<file path="src/hw/pcs_rx_pkg.sv">
// Constants and types shared by the 100Base-X receive path.
package pcs_rx_pkg;

    // Clock period of ref_clk_i in picoseconds (250 MHz).
    localparam int CLK_PERIOD_PS = 4000;

    // Line bits arrive every second clock (125 Mb/s).
    localparam int BIT_DIV = 2;
    // MII nibbles leave every tenth clock (25 MHz).
    localparam int NIB_DIV = 10;

    // Descrambler hold time in microseconds; longest time, rounds down.
    localparam int HOLD_TIME_US = 722;
    localparam int HOLD_CYCLES = (HOLD_TIME_US * 1000000) / CLK_PERIOD_PS;
    // Link-ready delay in microseconds; least time, rounds up.
    localparam int READY_TIME_US = 500;
    localparam int READY_CYCLES =
        (READY_TIME_US * 1000000 + CLK_PERIOD_PS - 1) / CLK_PERIOD_PS;

    // Idle bits needed to lock the descrambler.
    localparam int IDLE_LOCK_BITS = 40;
    // Consecutive plain idle bits that rearm the hold timer.
    localparam int IDLE_REARM_BITS = 30;
    // Bits allowed after carrier for a start delimiter to appear.
    localparam int SSD_WAIT_BITS = 10;

    // Descrambler length and feedback taps (x^11 + x^9 + 1).
    localparam int LFSR_LEN = 11;
    localparam int LFSR_TAP_A = 10;
    localparam int LFSR_TAP_B = 8;

    // Delimiter and special code groups, first line bit in the MSB.
    localparam logic [9:0] JK_PAIR = 10'h311;
    localparam logic [9:0] IDLE_PAIR = 10'h3FF;
    localparam logic [4:0] SYM_T = 5'h0D;
    localparam logic [4:0] SYM_R = 5'h07;

    // Nibble values placed on the MII.
    localparam logic [3:0] NIB_PREAMBLE = 4'h5;
    localparam logic [3:0] NIB_BAD_SSD = 4'hE;

    // Depth of the nibble buffer.
    localparam int FIFO_DEPTH = 16;

    // One MII receive beat.
    typedef struct packed {
        logic       dv;
        logic       er;
        logic [3:0] data;
    } mii_beat_t;

    // Receive framing states.
    typedef enum logic [4:0] {
        RX_IDLE    = 5'h01,
        RX_CARRIER = 5'h02,
        RX_DATA    = 5'h04,
        RX_TAIL    = 5'h08,
        RX_BAD     = 5'h10
    } rx_state_t;

    // Link monitor states.
    typedef enum logic [3:0] {
        LK_DOWN  = 4'h1,
        LK_WAIT  = 4'h2,
        LK_READY = 4'h4,
        LK_UP    = 4'h8
    } link_state_t;

endpackage

</file>
<file path="src/hw/fast_ethernet_pcs_receiver.sv">
// Nibble buffer and 100Base-X receive coding path with link monitor.

// Synchronous FIFO with valid and ready on both sides.
module pcs_nibble_fifo #(
    parameter int WIDTH = 6,
    parameter int DEPTH = 16
) (
    // Clock and reset.
    input  wire logic             ref_clk_i,
    input  wire logic             nrst_i,
    // Filling side.
    input  wire logic             in_valid_i,
    output logic                  in_ready_o,
    input  wire logic [WIDTH-1:0] in_data_i,
    // Draining side.
    output logic                  out_valid_o,
    input  wire logic             out_ready_i,
    output logic [WIDTH-1:0]      out_data_o
);
    localparam int AW = $clog2(DEPTH);

    logic [WIDTH-1:0] mem_ff [DEPTH];
    logic [AW-1:0]    wr_ff;
    logic [AW-1:0]    rd_ff;
    logic [AW:0]      cnt_ff;
    wire              push;
    wire              pop;

    // Handshakes and flags.
    assign in_ready_o  = (cnt_ff != (AW+1)'(DEPTH));
    assign out_valid_o = (cnt_ff != '0);
    assign push        = in_valid_i & in_ready_o;
    assign pop         = out_valid_o & out_ready_i;
    assign out_data_o  = mem_ff[rd_ff];

    // Storage array.
    always_ff @(posedge ref_clk_i) begin
        if (push) begin
            mem_ff[wr_ff] <= in_data_i;
        end
    end

    // Pointers and fill count.
    always_ff @(posedge ref_clk_i or negedge nrst_i) begin
        if (!nrst_i) begin
            wr_ff  <= '0;
            rd_ff  <= '0;
            cnt_ff <= '0;
        end else begin
            wr_ff  <= push ? AW'(wr_ff + 1'b1) : wr_ff;
            rd_ff  <= pop ? AW'(rd_ff + 1'b1) : rd_ff;
            cnt_ff <= (AW+1)'(cnt_ff + (AW+1)'(push) - (AW+1)'(pop));
        end
    end
endmodule

// Behaviour
// - Line bits turn NRZI to NRZ unaligned.
// - Lock descrambler after 40 idle bits.
// - Locked, XOR each bit with key stream.
// - Hold timer restarts on enough idles.
// - Timer expiry drops lock and reacquires.
// - Find J/K, then fix 5-bit boundary.
// - Table decode; J/K becomes preamble nibbles.
// - Translation stops at T/R delimiter.
// - Bit 0 of data is nibble LSB.
// - Data valid rises with first preamble nibble.
// - Valid drops on T/R, link fail, no signal.
// - Error flags invalid code words during valid.
// - No reliable link halts receive.
// - Link bit muxes 100M and 10M status.
// - Energy and lock 500 us give ready; wait negotiation.
// - Negotiation off: ready goes straight up.
// - Carrier on two split zeros in ten.
// - Switch mode counts transmit; repeater receive only.
// - Carrier drops on idle pair, encloses valid.
// - Bad start: error with nibble 1110.
// - Bad start ends after two idle groups.
module fast_ethernet_pcs_receiver #(
    parameter int HOLD_CYCLES  = pcs_rx_pkg::HOLD_CYCLES,
    parameter int READY_CYCLES = pcs_rx_pkg::READY_CYCLES
) (
    // Clock and reset.
    input  wire logic       ref_clk_i,
    input  wire logic       nrst_i,
    // Recovered line data and front-end status.
    input  wire logic       rx_line_i,
    input  wire logic       signal_detect_i,
    // Mode and neighbour status.
    input  wire logic       repeater_mode_i,
    input  wire logic       tx_active_i,
    input  wire logic       an_enable_i,
    input  wire logic       an_link_ok_i,
    input  wire logic       speed100_i,
    input  wire logic       link10_i,
    // MII receive bus.
    input  wire logic       mii_ready_i,
    output logic [3:0]      rxd_o,
    output logic            rx_dv_o,
    output logic            rx_er_o,
    output logic            crs_o,
    // Link and status outputs.
    output logic            link_up_o,
    output logic            link_status_o,
    output logic            link_activity_output_o,
    output logic            scr_locked_o,
    output logic            rx_fifo_ready_o
);
    localparam int CW = $clog2(HOLD_CYCLES + READY_CYCLES + 1);
    localparam int L = pcs_rx_pkg::LFSR_LEN;

    // 4B5B lookup: returns {valid, nibble}.
    function automatic logic [4:0] dec5(input logic [4:0] s);
        unique case (s)
            5'h1E: dec5 = 5'h10;
            5'h09: dec5 = 5'h11;
            5'h14: dec5 = 5'h12;
            5'h15: dec5 = 5'h13;
            5'h0A: dec5 = 5'h14;
            5'h0B: dec5 = 5'h15;
            5'h0E: dec5 = 5'h16;
            5'h0F: dec5 = 5'h17;
            5'h12: dec5 = 5'h18;
            5'h13: dec5 = 5'h19;
            5'h16: dec5 = 5'h1A;
            5'h17: dec5 = 5'h1B;
            5'h1A: dec5 = 5'h1C;
            5'h1B: dec5 = 5'h1D;
            5'h1C: dec5 = 5'h1E;
            5'h1D: dec5 = 5'h1F;
            default: dec5 = 5'h00;
        endcase
    endfunction

    // True when a window holds two zeros that are not neighbours.
    function automatic logic split_zeros(input logic [9:0] w);
        split_zeros = 1'b0;
        for (int i = 0; i < 10; i++) begin
            for (int j = i + 2; j < 10; j++) begin
                if (!w[i] && !w[j]) begin
                    split_zeros = 1'b1;
                end
            end
        end
    endfunction

    // Bit and nibble rate enables.
    logic [0:0] bdiv_ff;
    logic [3:0] ndiv_ff;
    wire        bit_en = (bdiv_ff == 1'h0);
    wire        nib_en = (ndiv_ff == 4'h0);

    always_ff @(posedge ref_clk_i or negedge nrst_i) begin
        if (!nrst_i) begin
            bdiv_ff <= '0;
            ndiv_ff <= '0;
        end else begin
            bdiv_ff <= 1'(bdiv_ff + 1'b1);
            ndiv_ff <= (ndiv_ff == 4'(pcs_rx_pkg::NIB_DIV - 1)) ? 4'h0 : 4'(ndiv_ff + 1'b1);
        end
    end

    // Line decoding and descrambler.
    logic          line_ff;
    logic [L-1:0]  guess_ff;
    logic [L-1:0]  lfsr_ff;
    logic          locked_ff;
    logic [5:0]    run_ff;
    logic [4:0]    ones_ff;
    logic [CW-1:0] hold_ff;
    wire           nrz      = rx_line_i ^ line_ff;
    wire           kguess   = ~nrz;
    wire           kpred    = guess_ff[pcs_rx_pkg::LFSR_TAP_A] ^ guess_ff[pcs_rx_pkg::LFSR_TAP_B];
    wire           key      = lfsr_ff[pcs_rx_pkg::LFSR_TAP_A] ^
                              lfsr_ff[pcs_rx_pkg::LFSR_TAP_B];
    wire           plain    = nrz ^ key;
    wire           lock_hit = (run_ff == 6'(pcs_rx_pkg::IDLE_LOCK_BITS - 1)) && (kguess == kpred);
    wire           rearm    = plain && (ones_ff == 5'(pcs_rx_pkg::IDLE_REARM_BITS - 1));
    wire           expire   = (hold_ff == CW'(HOLD_CYCLES - 1));
    wire           drop     = expire || !signal_detect_i;

    // Line history and key guesses; the guess register trains the lock search.
    always_ff @(posedge ref_clk_i or negedge nrst_i) begin
        if (!nrst_i) begin
            line_ff  <= 1'b0;
            guess_ff <= '0;
            run_ff   <= '0;
        end else if (bit_en) begin
            line_ff  <= rx_line_i;
            guess_ff <= {guess_ff[L-2:0], kguess};
            run_ff   <= (locked_ff || kguess != kpred) ? 6'h00 :
                        (lock_hit ? run_ff : 6'(run_ff + 1'b1));
        end
    end

    // Lock, key stream and hold timer.
    always_ff @(posedge ref_clk_i or negedge nrst_i) begin
        if (!nrst_i) begin
            locked_ff <= 1'b0;
            lfsr_ff   <= '0;
            ones_ff   <= '0;
            hold_ff   <= '0;
        end else if (drop && locked_ff) begin
            locked_ff <= 1'b0;
            hold_ff   <= '0;
            ones_ff   <= '0;
        end else if (locked_ff) begin
            hold_ff <= (bit_en && rearm) ? CW'(0) : CW'(hold_ff + 1'b1);
            if (bit_en) begin
                lfsr_ff <= {lfsr_ff[L-2:0], key};
                ones_ff <= (!plain || rearm) ? 5'h00 : 5'(ones_ff + 1'b1);
            end
        end else if (bit_en && lock_hit) begin
            locked_ff <= 1'b1;
            lfsr_ff   <= {guess_ff[L-2:0], kguess};
            hold_ff   <= '0;
        end
    end

    // Link monitor.
    pcs_rx_pkg::link_state_t lk_ff;
    pcs_rx_pkg::link_state_t nxt_lk;
    logic [CW-1:0]           rdy_ff;
    wire           link_ok = signal_detect_i && locked_ff;
    wire           link_up = (lk_ff == pcs_rx_pkg::LK_UP);

    always_comb begin
        nxt_lk = lk_ff;
        unique case (lk_ff)
            pcs_rx_pkg::LK_DOWN:  nxt_lk = link_ok ? pcs_rx_pkg::LK_WAIT : lk_ff;
            pcs_rx_pkg::LK_WAIT:  nxt_lk = (rdy_ff == CW'(READY_CYCLES - 1)) ?
                                           pcs_rx_pkg::LK_READY : lk_ff;
            pcs_rx_pkg::LK_READY: nxt_lk = (!an_enable_i || an_link_ok_i) ?
                                           pcs_rx_pkg::LK_UP : lk_ff;
            pcs_rx_pkg::LK_UP:    nxt_lk = lk_ff;
        endcase
        if (!link_ok) begin
            nxt_lk = pcs_rx_pkg::LK_DOWN;
        end
    end

    always_ff @(posedge ref_clk_i or negedge nrst_i) begin
        if (!nrst_i) begin
            lk_ff  <= pcs_rx_pkg::LK_DOWN;
            rdy_ff <= '0;
        end else begin
            lk_ff  <= nxt_lk;
            rdy_ff <= (lk_ff == pcs_rx_pkg::LK_WAIT) ? CW'(rdy_ff + 1'b1) : CW'(0);
        end
    end

    // Alignment window, symbol phase and framing.
    logic [9:0]           sr_ff;
    logic [2:0]           ph_ff;
    logic [3:0]           wait_ff;
    logic                 tsym_ff;
    logic                 pend_ff;
    pcs_rx_pkg::rx_state_t st_ff;
    pcs_rx_pkg::rx_state_t nxt_st;
    pcs_rx_pkg::mii_beat_t beat;
    logic                 beat_vld;
    wire [9:0]            win   = {sr_ff[8:0], plain};
    wire                  jk    = (win == pcs_rx_pkg::JK_PAIR);
    wire                  idle2 = (win == pcs_rx_pkg::IDLE_PAIR);
    wire                  bound = (ph_ff == 3'h4);
    wire [4:0]            sym   = win[4:0];
    wire [4:0]            dec   = dec5(sym);
    wire                  carr  = split_zeros(win);

    always_comb begin
        nxt_st = st_ff;
        if (bit_en) begin
            unique case (st_ff)
                pcs_rx_pkg::RX_IDLE:    nxt_st = carr ? pcs_rx_pkg::RX_CARRIER : st_ff;
                pcs_rx_pkg::RX_CARRIER: nxt_st = jk ? pcs_rx_pkg::RX_DATA :
                    (wait_ff == 4'(pcs_rx_pkg::SSD_WAIT_BITS - 1)) ?
                    pcs_rx_pkg::RX_BAD : st_ff;
                pcs_rx_pkg::RX_DATA:    nxt_st = (bound && tsym_ff) ?
                                                 pcs_rx_pkg::RX_TAIL : st_ff;
                pcs_rx_pkg::RX_TAIL:    nxt_st = idle2 ? pcs_rx_pkg::RX_IDLE : st_ff;
                pcs_rx_pkg::RX_BAD:     nxt_st = (bound && idle2) ?
                                                 pcs_rx_pkg::RX_IDLE : st_ff;
            endcase
        end
        if (!link_up) begin
            nxt_st = pcs_rx_pkg::RX_IDLE;
        end
    end

    // Beat to store: preamble pair, decoded data, or bad-start filler.
    always_comb begin
        beat     = '0;
        beat_vld = 1'b0;
        if (pend_ff) begin
            beat     = '{dv: 1'b1, er: 1'b0, data: pcs_rx_pkg::NIB_PREAMBLE};
            beat_vld = 1'b1;
        end else if (bit_en && st_ff == pcs_rx_pkg::RX_CARRIER && jk) begin
            beat     = '{dv: 1'b1, er: 1'b0, data: pcs_rx_pkg::NIB_PREAMBLE};
            beat_vld = 1'b1;
        end else if (bit_en && bound && st_ff == pcs_rx_pkg::RX_DATA && !tsym_ff
                     && sym != pcs_rx_pkg::SYM_T) begin
            beat     = '{dv: 1'b1, er: !dec[4], data: dec[3:0]};
            beat_vld = 1'b1;
        end else if (bit_en && bound && st_ff == pcs_rx_pkg::RX_BAD && !idle2) begin
            beat     = '{dv: 1'b0, er: 1'b1, data: pcs_rx_pkg::NIB_BAD_SSD};
            beat_vld = 1'b1;
        end
    end

    always_ff @(posedge ref_clk_i or negedge nrst_i) begin
        if (!nrst_i) begin
            st_ff   <= pcs_rx_pkg::RX_IDLE;
            sr_ff   <= '1;
            ph_ff   <= '0;
            wait_ff <= '0;
            tsym_ff <= 1'b0;
            pend_ff <= 1'b0;
        end else begin
            st_ff   <= nxt_st;
            pend_ff <= bit_en && st_ff == pcs_rx_pkg::RX_CARRIER && jk && link_up;
            if (bit_en) begin
                sr_ff   <= win;
                ph_ff   <= (jk || bound) ? 3'h0 : 3'(ph_ff + 1'b1);
                wait_ff <= (st_ff == pcs_rx_pkg::RX_CARRIER) ? 4'(wait_ff + 1'b1) : 4'h0;
                tsym_ff <= (st_ff == pcs_rx_pkg::RX_DATA) && (bound ?
                           (sym == pcs_rx_pkg::SYM_T) : tsym_ff);
            end
        end
    end

    // Nibble buffer between line timing and the MII.
    pcs_rx_pkg::mii_beat_t fifo_out;
    logic                  fifo_vld;
    wire                   take = nib_en && mii_ready_i;

    pcs_nibble_fifo #(
        .WIDTH ($bits(pcs_rx_pkg::mii_beat_t)),
        .DEPTH (pcs_rx_pkg::FIFO_DEPTH)
    ) u_fifo (
        .ref_clk_i   (ref_clk_i),
        .nrst_i      (nrst_i),
        .in_valid_i  (beat_vld),
        .in_ready_o  (rx_fifo_ready_o),
        .in_data_i   (beat),
        .out_valid_o (fifo_vld),
        .out_ready_i (take),
        .out_data_o  (fifo_out)
    );

    // MII outputs.
    logic       dv_ff;
    logic       er_ff;
    logic [3:0] rxd_ff;
    logic       crs_ff;
    wire        rx_busy = (st_ff != pcs_rx_pkg::RX_IDLE);

    always_ff @(posedge ref_clk_i or negedge nrst_i) begin
        if (!nrst_i) begin
            dv_ff  <= 1'b0;
            er_ff  <= 1'b0;
            rxd_ff <= '0;
            crs_ff <= 1'b0;
        end else begin
            if (!link_up) begin
                dv_ff <= 1'b0;
                er_ff <= 1'b0;
            end else if (take) begin
                dv_ff  <= fifo_vld && fifo_out.dv;
                er_ff  <= fifo_vld && fifo_out.er;
                rxd_ff <= fifo_vld ? fifo_out.data : 4'h0;
            end
            crs_ff <= link_up && (rx_busy || fifo_vld || dv_ff || er_ff);
        end
    end

    assign rxd_o   = rxd_ff;
    assign rx_dv_o = dv_ff;
    assign rx_er_o = er_ff;
    assign crs_o   = crs_ff || (!repeater_mode_i && tx_active_i);

    // Link reporting.
    assign link_up_o              = link_up;
    assign link_status_o          = speed100_i ? link_up : link10_i;
    assign link_activity_output_o = link_status_o;
    assign scr_locked_o           = locked_ff;
endmodule

</file>
<file path="config.mk">
export PLATFORM = sky130hd
export DESIGN_NAME = fast_ethernet_pcs_receiver
export DESIGN_NICKNAME = d
export VERILOG_FILES = /design/src/hw/pcs_rx_pkg.sv /design/src/hw/fast_ethernet_pcs_receiver.sv
export SDC_FILE = /design/constraint.sdc
export NUM_CORES = 1
export LEC_CHECK = 0
export ABC_CLOCK_PERIOD_IN_PS = 3100
export BUFFER_PORTS_ARGS = -buffer_cell sky130_fd_sc_hd__buf_2
export CORE_MARGIN = 1
export CORE_UTILIZATION = 40
export CTS_CLUSTER_DIAMETER = 50
export DETAILED_ROUTE_END_ITERATION = 10
export PLACE_DENSITY = 0.59
export SLEW_MARGIN = 20
export SYNTH_ARGS = -nofsm -noshare
export SYNTH_HDL_FRONTEND = slang
export SYNTH_SLANG_ARGS = --single-unit
</file>
<file path="constraint.sdc">
create_clock -name ref_clk_i -period 3.1 [get_ports ref_clk_i]
set_input_delay 0.62 -clock ref_clk_i [delete_from_list [all_inputs] [get_ports ref_clk_i]]
set_output_delay 0.62 -clock ref_clk_i [all_outputs]
set_load 0.03 [all_outputs]
</file>
---- Yosys cells after proc, flatten, opt, wreduce, memory -nomap -nowiden ----
Memory sizes are Yosys's and may differ from the RTL's.
Cells that the tools add are included.
cells by class
  add/subtract/negate cells ............... 12
  eq/ne operators ......................... 37
  muxes and demuxes ....................... 86
  bitwise gates (word level) .............. 9
  reductions and logical operators ........ 95
operator list
  cell                                                    count
  two-way mux 19 bit                                      5
  two-way mux 5 bit                                       13
  logical AND 1 bit                                       59
  two-way mux 1 bit                                       51
  adder 19 x 1 -> 19 bit (second input constant)          2
  two-way mux 11 bit                                      3
  two-way mux 6 bit                                       5
  one-hot mux 5 bit (5 select lines)                      1
  two-way mux 4 bit                                       6
  equality test 10 bit (second input constant)            2
  equality test 19 x 17 -> 1 bit (second input constant)  1
  equality test 19 x 18 -> 1 bit (second input constant)  1
  != test 3 bit (second input constant)                   6
  adder 4 x 1 -> 4 bit (second input constant)            4
  zero test 1 bit                                         16
  equality test 4 bit (second input constant)             3
  one-hot mux 4 bit (3 select lines)                      1
  equality test 5 x 4 -> 1 bit (second input constant)    2
  equality test 5 bit (second input constant)             2
  logical OR 1 bit                                        9
  adder 6 x 1 -> 6 bit (second input constant)            1
  equality test 6 bit (second input constant)             1
  != test 2 x 1 -> 1 bit (second input constant)          3
  != test 2 bit (second input constant)                   3
  29 further kinds                                        39
word-level totals
  register bits after elaboration ......... 125
  bits in writable memories ............... 96
  memory bits (read-only) ................. 160
  bits of input ports ..................... 11
  memories ................................ 2
memories
  memory           words  bits a word  rd ports  clocked after Yosys merged registers in  wr ports  line                               source
  (no name shown)  32     5            1         0                                        0         fast_ethernet_pcs_receiver.sv:114  unique case (s)
  u_fifo.mem_ff    16     6            1         0                                        1         fast_ethernet_pcs_receiver.sv:22   logic [WIDTH-1:0] mem_ff [DEPTH];

---- Longest topological paths before layout ----
  depth after elaboration ................. 44
  mapped depth ............................ 15
  mapped depth without buffers ............ 15

---- Modules after synthesis ----
Synthesis repeated with hierarchy kept, for this count alone.
second synthesis, totals
  cells, all modules ...................... 891
  area, all modules ....................... 10367.4 um^2
by module, submodules not included
  module                      instances  cells an instance  area an instance (um^2)  sequential area each (um^2)
  fast_ethernet_pcs_receiver  1          630                5868.1                   2816.5
  pcs_nibble_fifo             1          261                4499.3                   3208.1

---- Worst setup path after synthesis ----
OpenSTA, ideal clock, no wires.
  path type ............................... input to register
  from .................................... in rx_line_i
  to ...................................... reg u_fifo.cnt_ff[4]
  library setup time ...................... 0.125 ns
  arrival ................................. 2.923 ns
  required time ........................... 2.975 ns
  slack ................................... 0.052 ns
  stages .................................. 13
  buffers on the path ..................... 1
  cells stage by stage .................... xor2_2 -> xnor2_1 -> a31oi_1 -> a31oi_4 -> buf_2 -> ha_1 -> inv_1 -> fa_1 -> inv_1 -> a21oi_1 -> nor2_1 -> nor2_1 -> xnor2_1
between the ends
  cells in the longest elaborated chain, start to end .. 12
  elaborated cells on any way between the ends .. 16
  classes of those cells .................. add/sub (2); eq/ne (3); mux (4); bitwise (3); reduce/logical (4)
RTL lines
  element                        line                               source
  start, declared                fast_ethernet_pcs_receiver.sv:87   input wire logic rx_line_i,
  XOR 1 bit (*)                  fast_ethernet_pcs_receiver.sv:171  wire nrz = rx_line_i ^ line_ff;
  XOR 1 bit (*)                  fast_ethernet_pcs_receiver.sv:176  wire plain = nrz ^ key;
  equality test 10 bit           fast_ethernet_pcs_receiver.sv:264  wire idle2 = (win == pcs_rx_pkg::IDLE_PAIR);
  zero test 1 bit                fast_ethernet_pcs_receiver.sv:304  end else if (bit_en && bound && st_ff == pcs_rx_pkg::RX_BAD && !idle2) begin
  logical AND 1 bit              fast_ethernet_pcs_receiver.sv:304
  two-way mux 1 bit              fast_ethernet_pcs_receiver.sv:304
  two-way mux 1 bit              fast_ethernet_pcs_receiver.sv:300  end else if (bit_en && bound && st_ff == pcs_rx_pkg::RX_DATA && !tsym_ff
  two-way mux 1 bit (*)          fast_ethernet_pcs_receiver.sv:297  end else if (bit_en && st_ff == pcs_rx_pkg::RX_CARRIER && jk) begin
  two-way mux 1 bit (*)          fast_ethernet_pcs_receiver.sv:294  if (pend_ff) begin
  AND 1 bit (*)                  fast_ethernet_pcs_receiver.sv:32   assign push = in_valid_i & in_ready_o;
  named net u_fifo.push          fast_ethernet_pcs_receiver.sv:26   wire push;
  adder 5 x 1 -> 5 bit (*)       fast_ethernet_pcs_receiver.sv:52   cnt_ff <= (AW+1)'(cnt_ff + (AW+1)'(push) - (AW+1)'(pop));
  subtractor 5 x 1 -> 5 bit (*)  fast_ethernet_pcs_receiver.sv:52
  end signal, assigned           fast_ethernet_pcs_receiver.sv:52
  end, declared                  fast_ethernet_pcs_receiver.sv:25   logic [AW:0] cnt_ff;
The timed path passes the listed nets; every way through them passes the cells marked *.
A chain may end at the register's enable or synchronous reset.

---- Worst setup path after layout ----
  from .................................... reg line_ff
  to ...................................... reg u_fifo.cnt_ff[4]
between the ends
  cells in the longest elaborated chain, start to end .. 12
  elaborated cells on any way between the ends .. 16
  classes of those cells .................. add/sub (2); eq/ne (3); mux (4); bitwise (3); reduce/logical (4)
RTL lines
  element                        line                               source
  start, declared                fast_ethernet_pcs_receiver.sv:164  logic line_ff;
  start signal, assigned         fast_ethernet_pcs_receiver.sv:189  line_ff <= rx_line_i;
  XOR 1 bit (*)                  fast_ethernet_pcs_receiver.sv:171
  XOR 1 bit (*)                  fast_ethernet_pcs_receiver.sv:176
  equality test 10 bit           fast_ethernet_pcs_receiver.sv:264
  zero test 1 bit                fast_ethernet_pcs_receiver.sv:304
  logical AND 1 bit              fast_ethernet_pcs_receiver.sv:304
  two-way mux 1 bit              fast_ethernet_pcs_receiver.sv:304
  two-way mux 1 bit              fast_ethernet_pcs_receiver.sv:300
  two-way mux 1 bit (*)          fast_ethernet_pcs_receiver.sv:297
  two-way mux 1 bit (*)          fast_ethernet_pcs_receiver.sv:294
  AND 1 bit (*)                  fast_ethernet_pcs_receiver.sv:32
  adder 5 x 1 -> 5 bit (*)       fast_ethernet_pcs_receiver.sv:52
  subtractor 5 x 1 -> 5 bit (*)  fast_ethernet_pcs_receiver.sv:52
Mark *: on every way between the ends. The rest lies on a longest branch, timed or not.

==> summary.txt <==
Cells and area
  • Multi-input logic area: 4070 um^2
  • # fillers: 2,271
  • Syn-to-layout area delta: 15.4%
  • Register area: 6030 um^2
  • # diodes: 0
  • Nets: 944
  • Share of cells above drive strength 1: 0.194

Setup path
  • CP cell instances: xor2_2, xor2_2, o311ai_1, a31oi_4, ha_1, inv_1, fa_1, inv_1, a21oi_1, nor2_1, nor2_1, xnor2_1
  • FF-to-FF setup slack: 0.32 ns
  • Worst R2R Start: line_ff
  • WP data required: 3.57 ns
  • CP delay by family, top: compound AO/OA/AOI/OAI gates
  • WP buf/inv: 2
  • Critical setup path kind: reg2reg
  • Cell count of the worst reg-to-reg path: 12
  • Type of element launching the critical path: flip-flop
  • Critical-path maximum fanout: 5
  • Crit path DAT: 3.25 ns
  • CP max-delay cell: o311ai_1
  • CP peak stage delay: 0.59 ns
  • CP Depth: 12
  • RR Endpoint: u_fifo.cnt_ff[4]
  • Critical Path Sink Type: flip-flop

Floorplan
  • Die height: 163 um
  • Initial cell density of the core: 0.410
  • I/O pin total: 23
  • Die area: 26,600 um^2
  • Core footprint: 25,300 um^2
  • Site Rows: 58
  • Die width: 163 um

Clock tree
  • Setup repair bufs after CTS: 0
  • Resized cells post-CTS: 0
  • CTS tree: yes
  • Cts hold-fix bufs: 0
  • Clk root buf: clkbuf_16
  • CTS Buffer Depth: 3
  • Num Clock Sinks: 221
  • Num CTS Buffers: 27
  • Clock Pin Slew Worst Setup and Hold Paths: 0.06 ns
  • H-tree depth: 1
  • Clock latency on the worst-skew pair: 0.55 ns

Placed design
  • Worst slack, placed: -0.0948 ns
  • GP Congestion: 0.788
  • Port Buf Inserts: 22
  • DP HPWL: 14.2 mm

Power
  • Clock share of power: 0.390
  • Max VDD drop: 397 uV
  • Internal power: 6.06 mW
  • Net Sw Frac: 0.285
  • Combinational power share: 0.174
  • Leakage: 4.56 nW
  • Sw power: 2.41 mW
  • Sequential power share: 0.436
  • PwrDens: 707 nW/um^2

Timing
  • Max-slew headroom: 0.474
  • Clock Skew: 0.0252 ns
  • Setup WS post-layout: 0.323 ns
  • Fin. max-slew vios: 0
  • Final worst path period share: 0.896
  • Worst Max-Slew Pin Slew: 0.788 ns
  • RSZ-0062 raised after global routing: no
  • Fin Setup TNS: 0 ns
  • Final setup fails: 0
  • Post-layout min period: 2.78 ns
  • Fin. Hold Viols: 0
  • Fmax: 360 MHz

Yosys
  • Syn Area/Cell: 12.0 um^2
  • Post-synthesis sequential area ratio: 0.580
  • Synth Net Count: 897
  • Synthesis Warnings: 0
  • Post-synth EDFFs: 96
  • Post-synthesis async set-or-reset flop share: 0.566
  • Yosys cell types: 70
  • Top_reg_cell synth: dfrtp_1
  • Netlist Area Pre-Place: 10,400 um^2
  • Mapped Cells: 862
  • #FFs+latches synth: 221

Drt
  • Post-DRT Antenna Nets: 0
  • Residual DRC count: 0
  • Routed vias: 6,763
  • Final wirelength: 21.1 mm
  • Drt wl/cell: 16.8 um
  • Vias per cell: 5.37
  • Initial DRC count: 472
  • Drt pass-1 iters: 5

Worst hold path
  • Hold WC Path Type: in2async

Job
  • Max_cap viols: 0

Global routing
  • Vias in the first global route: 6,679
  • GRT overflow: 0
  • Pin count of the biggest net entering global routing: 59
  • Tot GR Track Use: 0.163
  • First-pass GRT wire length: 34.6 mm
  • Initial antenna violation count: 0

Outcome
  • Outcome: finished clean
==> metrics by stage <==
| step | hold WS [ns] | power, mW | area (um^2) | std cells | util |
|---|---|---|---|---|---|
| 4_1_cts | 0.0683 | 8.56 | 12000 | 1260 | 0.473 |
| 6_report | 0.0547 | 8.47 | 12000 | 1260 | 0.473 |
| 5_1_grt | 0.0943 | 8.89 | 12000 | 1260 | 0.473 |
| 3_3_place_gp | 0.460 | 5.20 | 11000 | 1210 | 0.435 |
| 2_1_floorplan | 0.324 | 4.75 | 10400 | 862 | - |
| 3_5_place_dp | 0.468 | 5.23 | 11000 | 1210 | 0.435 |
==> worst max-delay path by stage <==
stage                                end  slack (ns)   startpoint
CTS                  u_fifo.mem_ff[2][4]        0.18      line_ff
global route            u_fifo.cnt_ff[4]        0.06  lfsr_ff[10]
detailed placement  u_fifo.mem_ff[15][1]       -0.09    rx_line_i
finish                  u_fifo.cnt_ff[4]        0.32      line_ff
global placement    u_fifo.mem_ff[13][1]       -0.02    rx_line_i
floorplan               u_fifo.cnt_ff[4]        0.05    rx_line_i
==> cells in the mapped netlist (all sizes together), types with 5 or more instances <==
cell,instances,area (um^2)
dfrtp,114,2850
edfxtp,96,2880
nand2,65,246
nor2,65,246
o21ai,61,320
a21oi,44,220
inv,35,131
nand3,30,155
and3,26,163
mux2i,26,260
mux2,25,282
ha,23,288
clkbuf,22,82.6
mux4,21,473
xnor2,20,175
xor2,20,190
nor3,19,95.1
buf,15,78.8
nand4,13,81.3
dfstp,11,289
nor2b,8,50.1
or3,8,50.1
nand3b,7,52.6
nor4b,7,61.3
a21o,6,45.0
nor4,6,43.8
a31oi,5,46.3
and4,5,43.8
o31ai,5,42.5
==> cells in the final DEF, fill, tap and decap left out, types with 21 or more instances in the layout <==
cell type	n
nand3_1	29
buf_2	21
nand2_1	64
buf_4	31
ha_1	23
mux2_2	25
mux4_2	21
and3_1	26
nor2_1	61
inv_1	35
mux2i_1	26
edfxtp_1	96
clkbuf_16	27
o21ai_0	56
a21oi_1	44
dfrtp_1	113
==> cells by family after synthesis <==
kind of cell	synth area share
buffers and inverters	0.0289
AND/OR/NAND/NOR	0.136
adder cells (fa/ha/maj)	0.0296
XOR/XNOR	0.0352
multiplexers	0.0977
flip-flops	0.580
AO/OA/AOI/OAI	0.0927
==> registers in the layout (all words and copies together) (netlist names), 4 cells and up <==
register,count
u_fifo.wr_ff,4
run_ff,6
ones_ff,5
rdy_ff,19
u_fifo.cnt_ff,5
guess_ff,11
hold_ff,19
ndiv_ff,4
sr_ff,9
wait_ff,4
lk_ff,4
u_fifo.mem_ff,96
rxd_o,4
lfsr_ff,11
st_ff,5
u_fifo.rd_ff,4
==> final cells by class <==
type / count / share of cell area
multi-input cells: 567 / 0.339
inverters: 37 / 0.0116
clock inverters: 15 / 0.0172
flip-flops and latches: 221 / 0.503
repair buffers: 55 / 0.0325
clock buffers: 35 / 0.0622
well taps: 330 / 0.0345
==> power groups by stage <==
| stage | Combinational, mW | Sequential, mW | Clock (mW) |
|---|---|---|---|
| 6_report | 1.47 | 3.69 | 3.30 |
| 3_5_place_dp | 1.48 | 3.75 | 0 |
| 3_3_place_gp | 1.45 | 3.75 | 0 |
| 4_1_cts | 1.49 | 3.70 | 3.38 |
| 5_1_grt | 1.66 | 3.75 | 3.48 |
| 2_1_floorplan | 1.16 | 3.59 | 0 |
==> layer usage <==
metal | share of wire | global-route usage
met1 | 0.45 | 0.211
met2 | 0.49 | 0.282
met3 | 0.035 | 0.0254
met4 | 0.025 | 0.0472
met5 | 0 | 0
No activity file was read; power rests on OpenSTA's default activity.
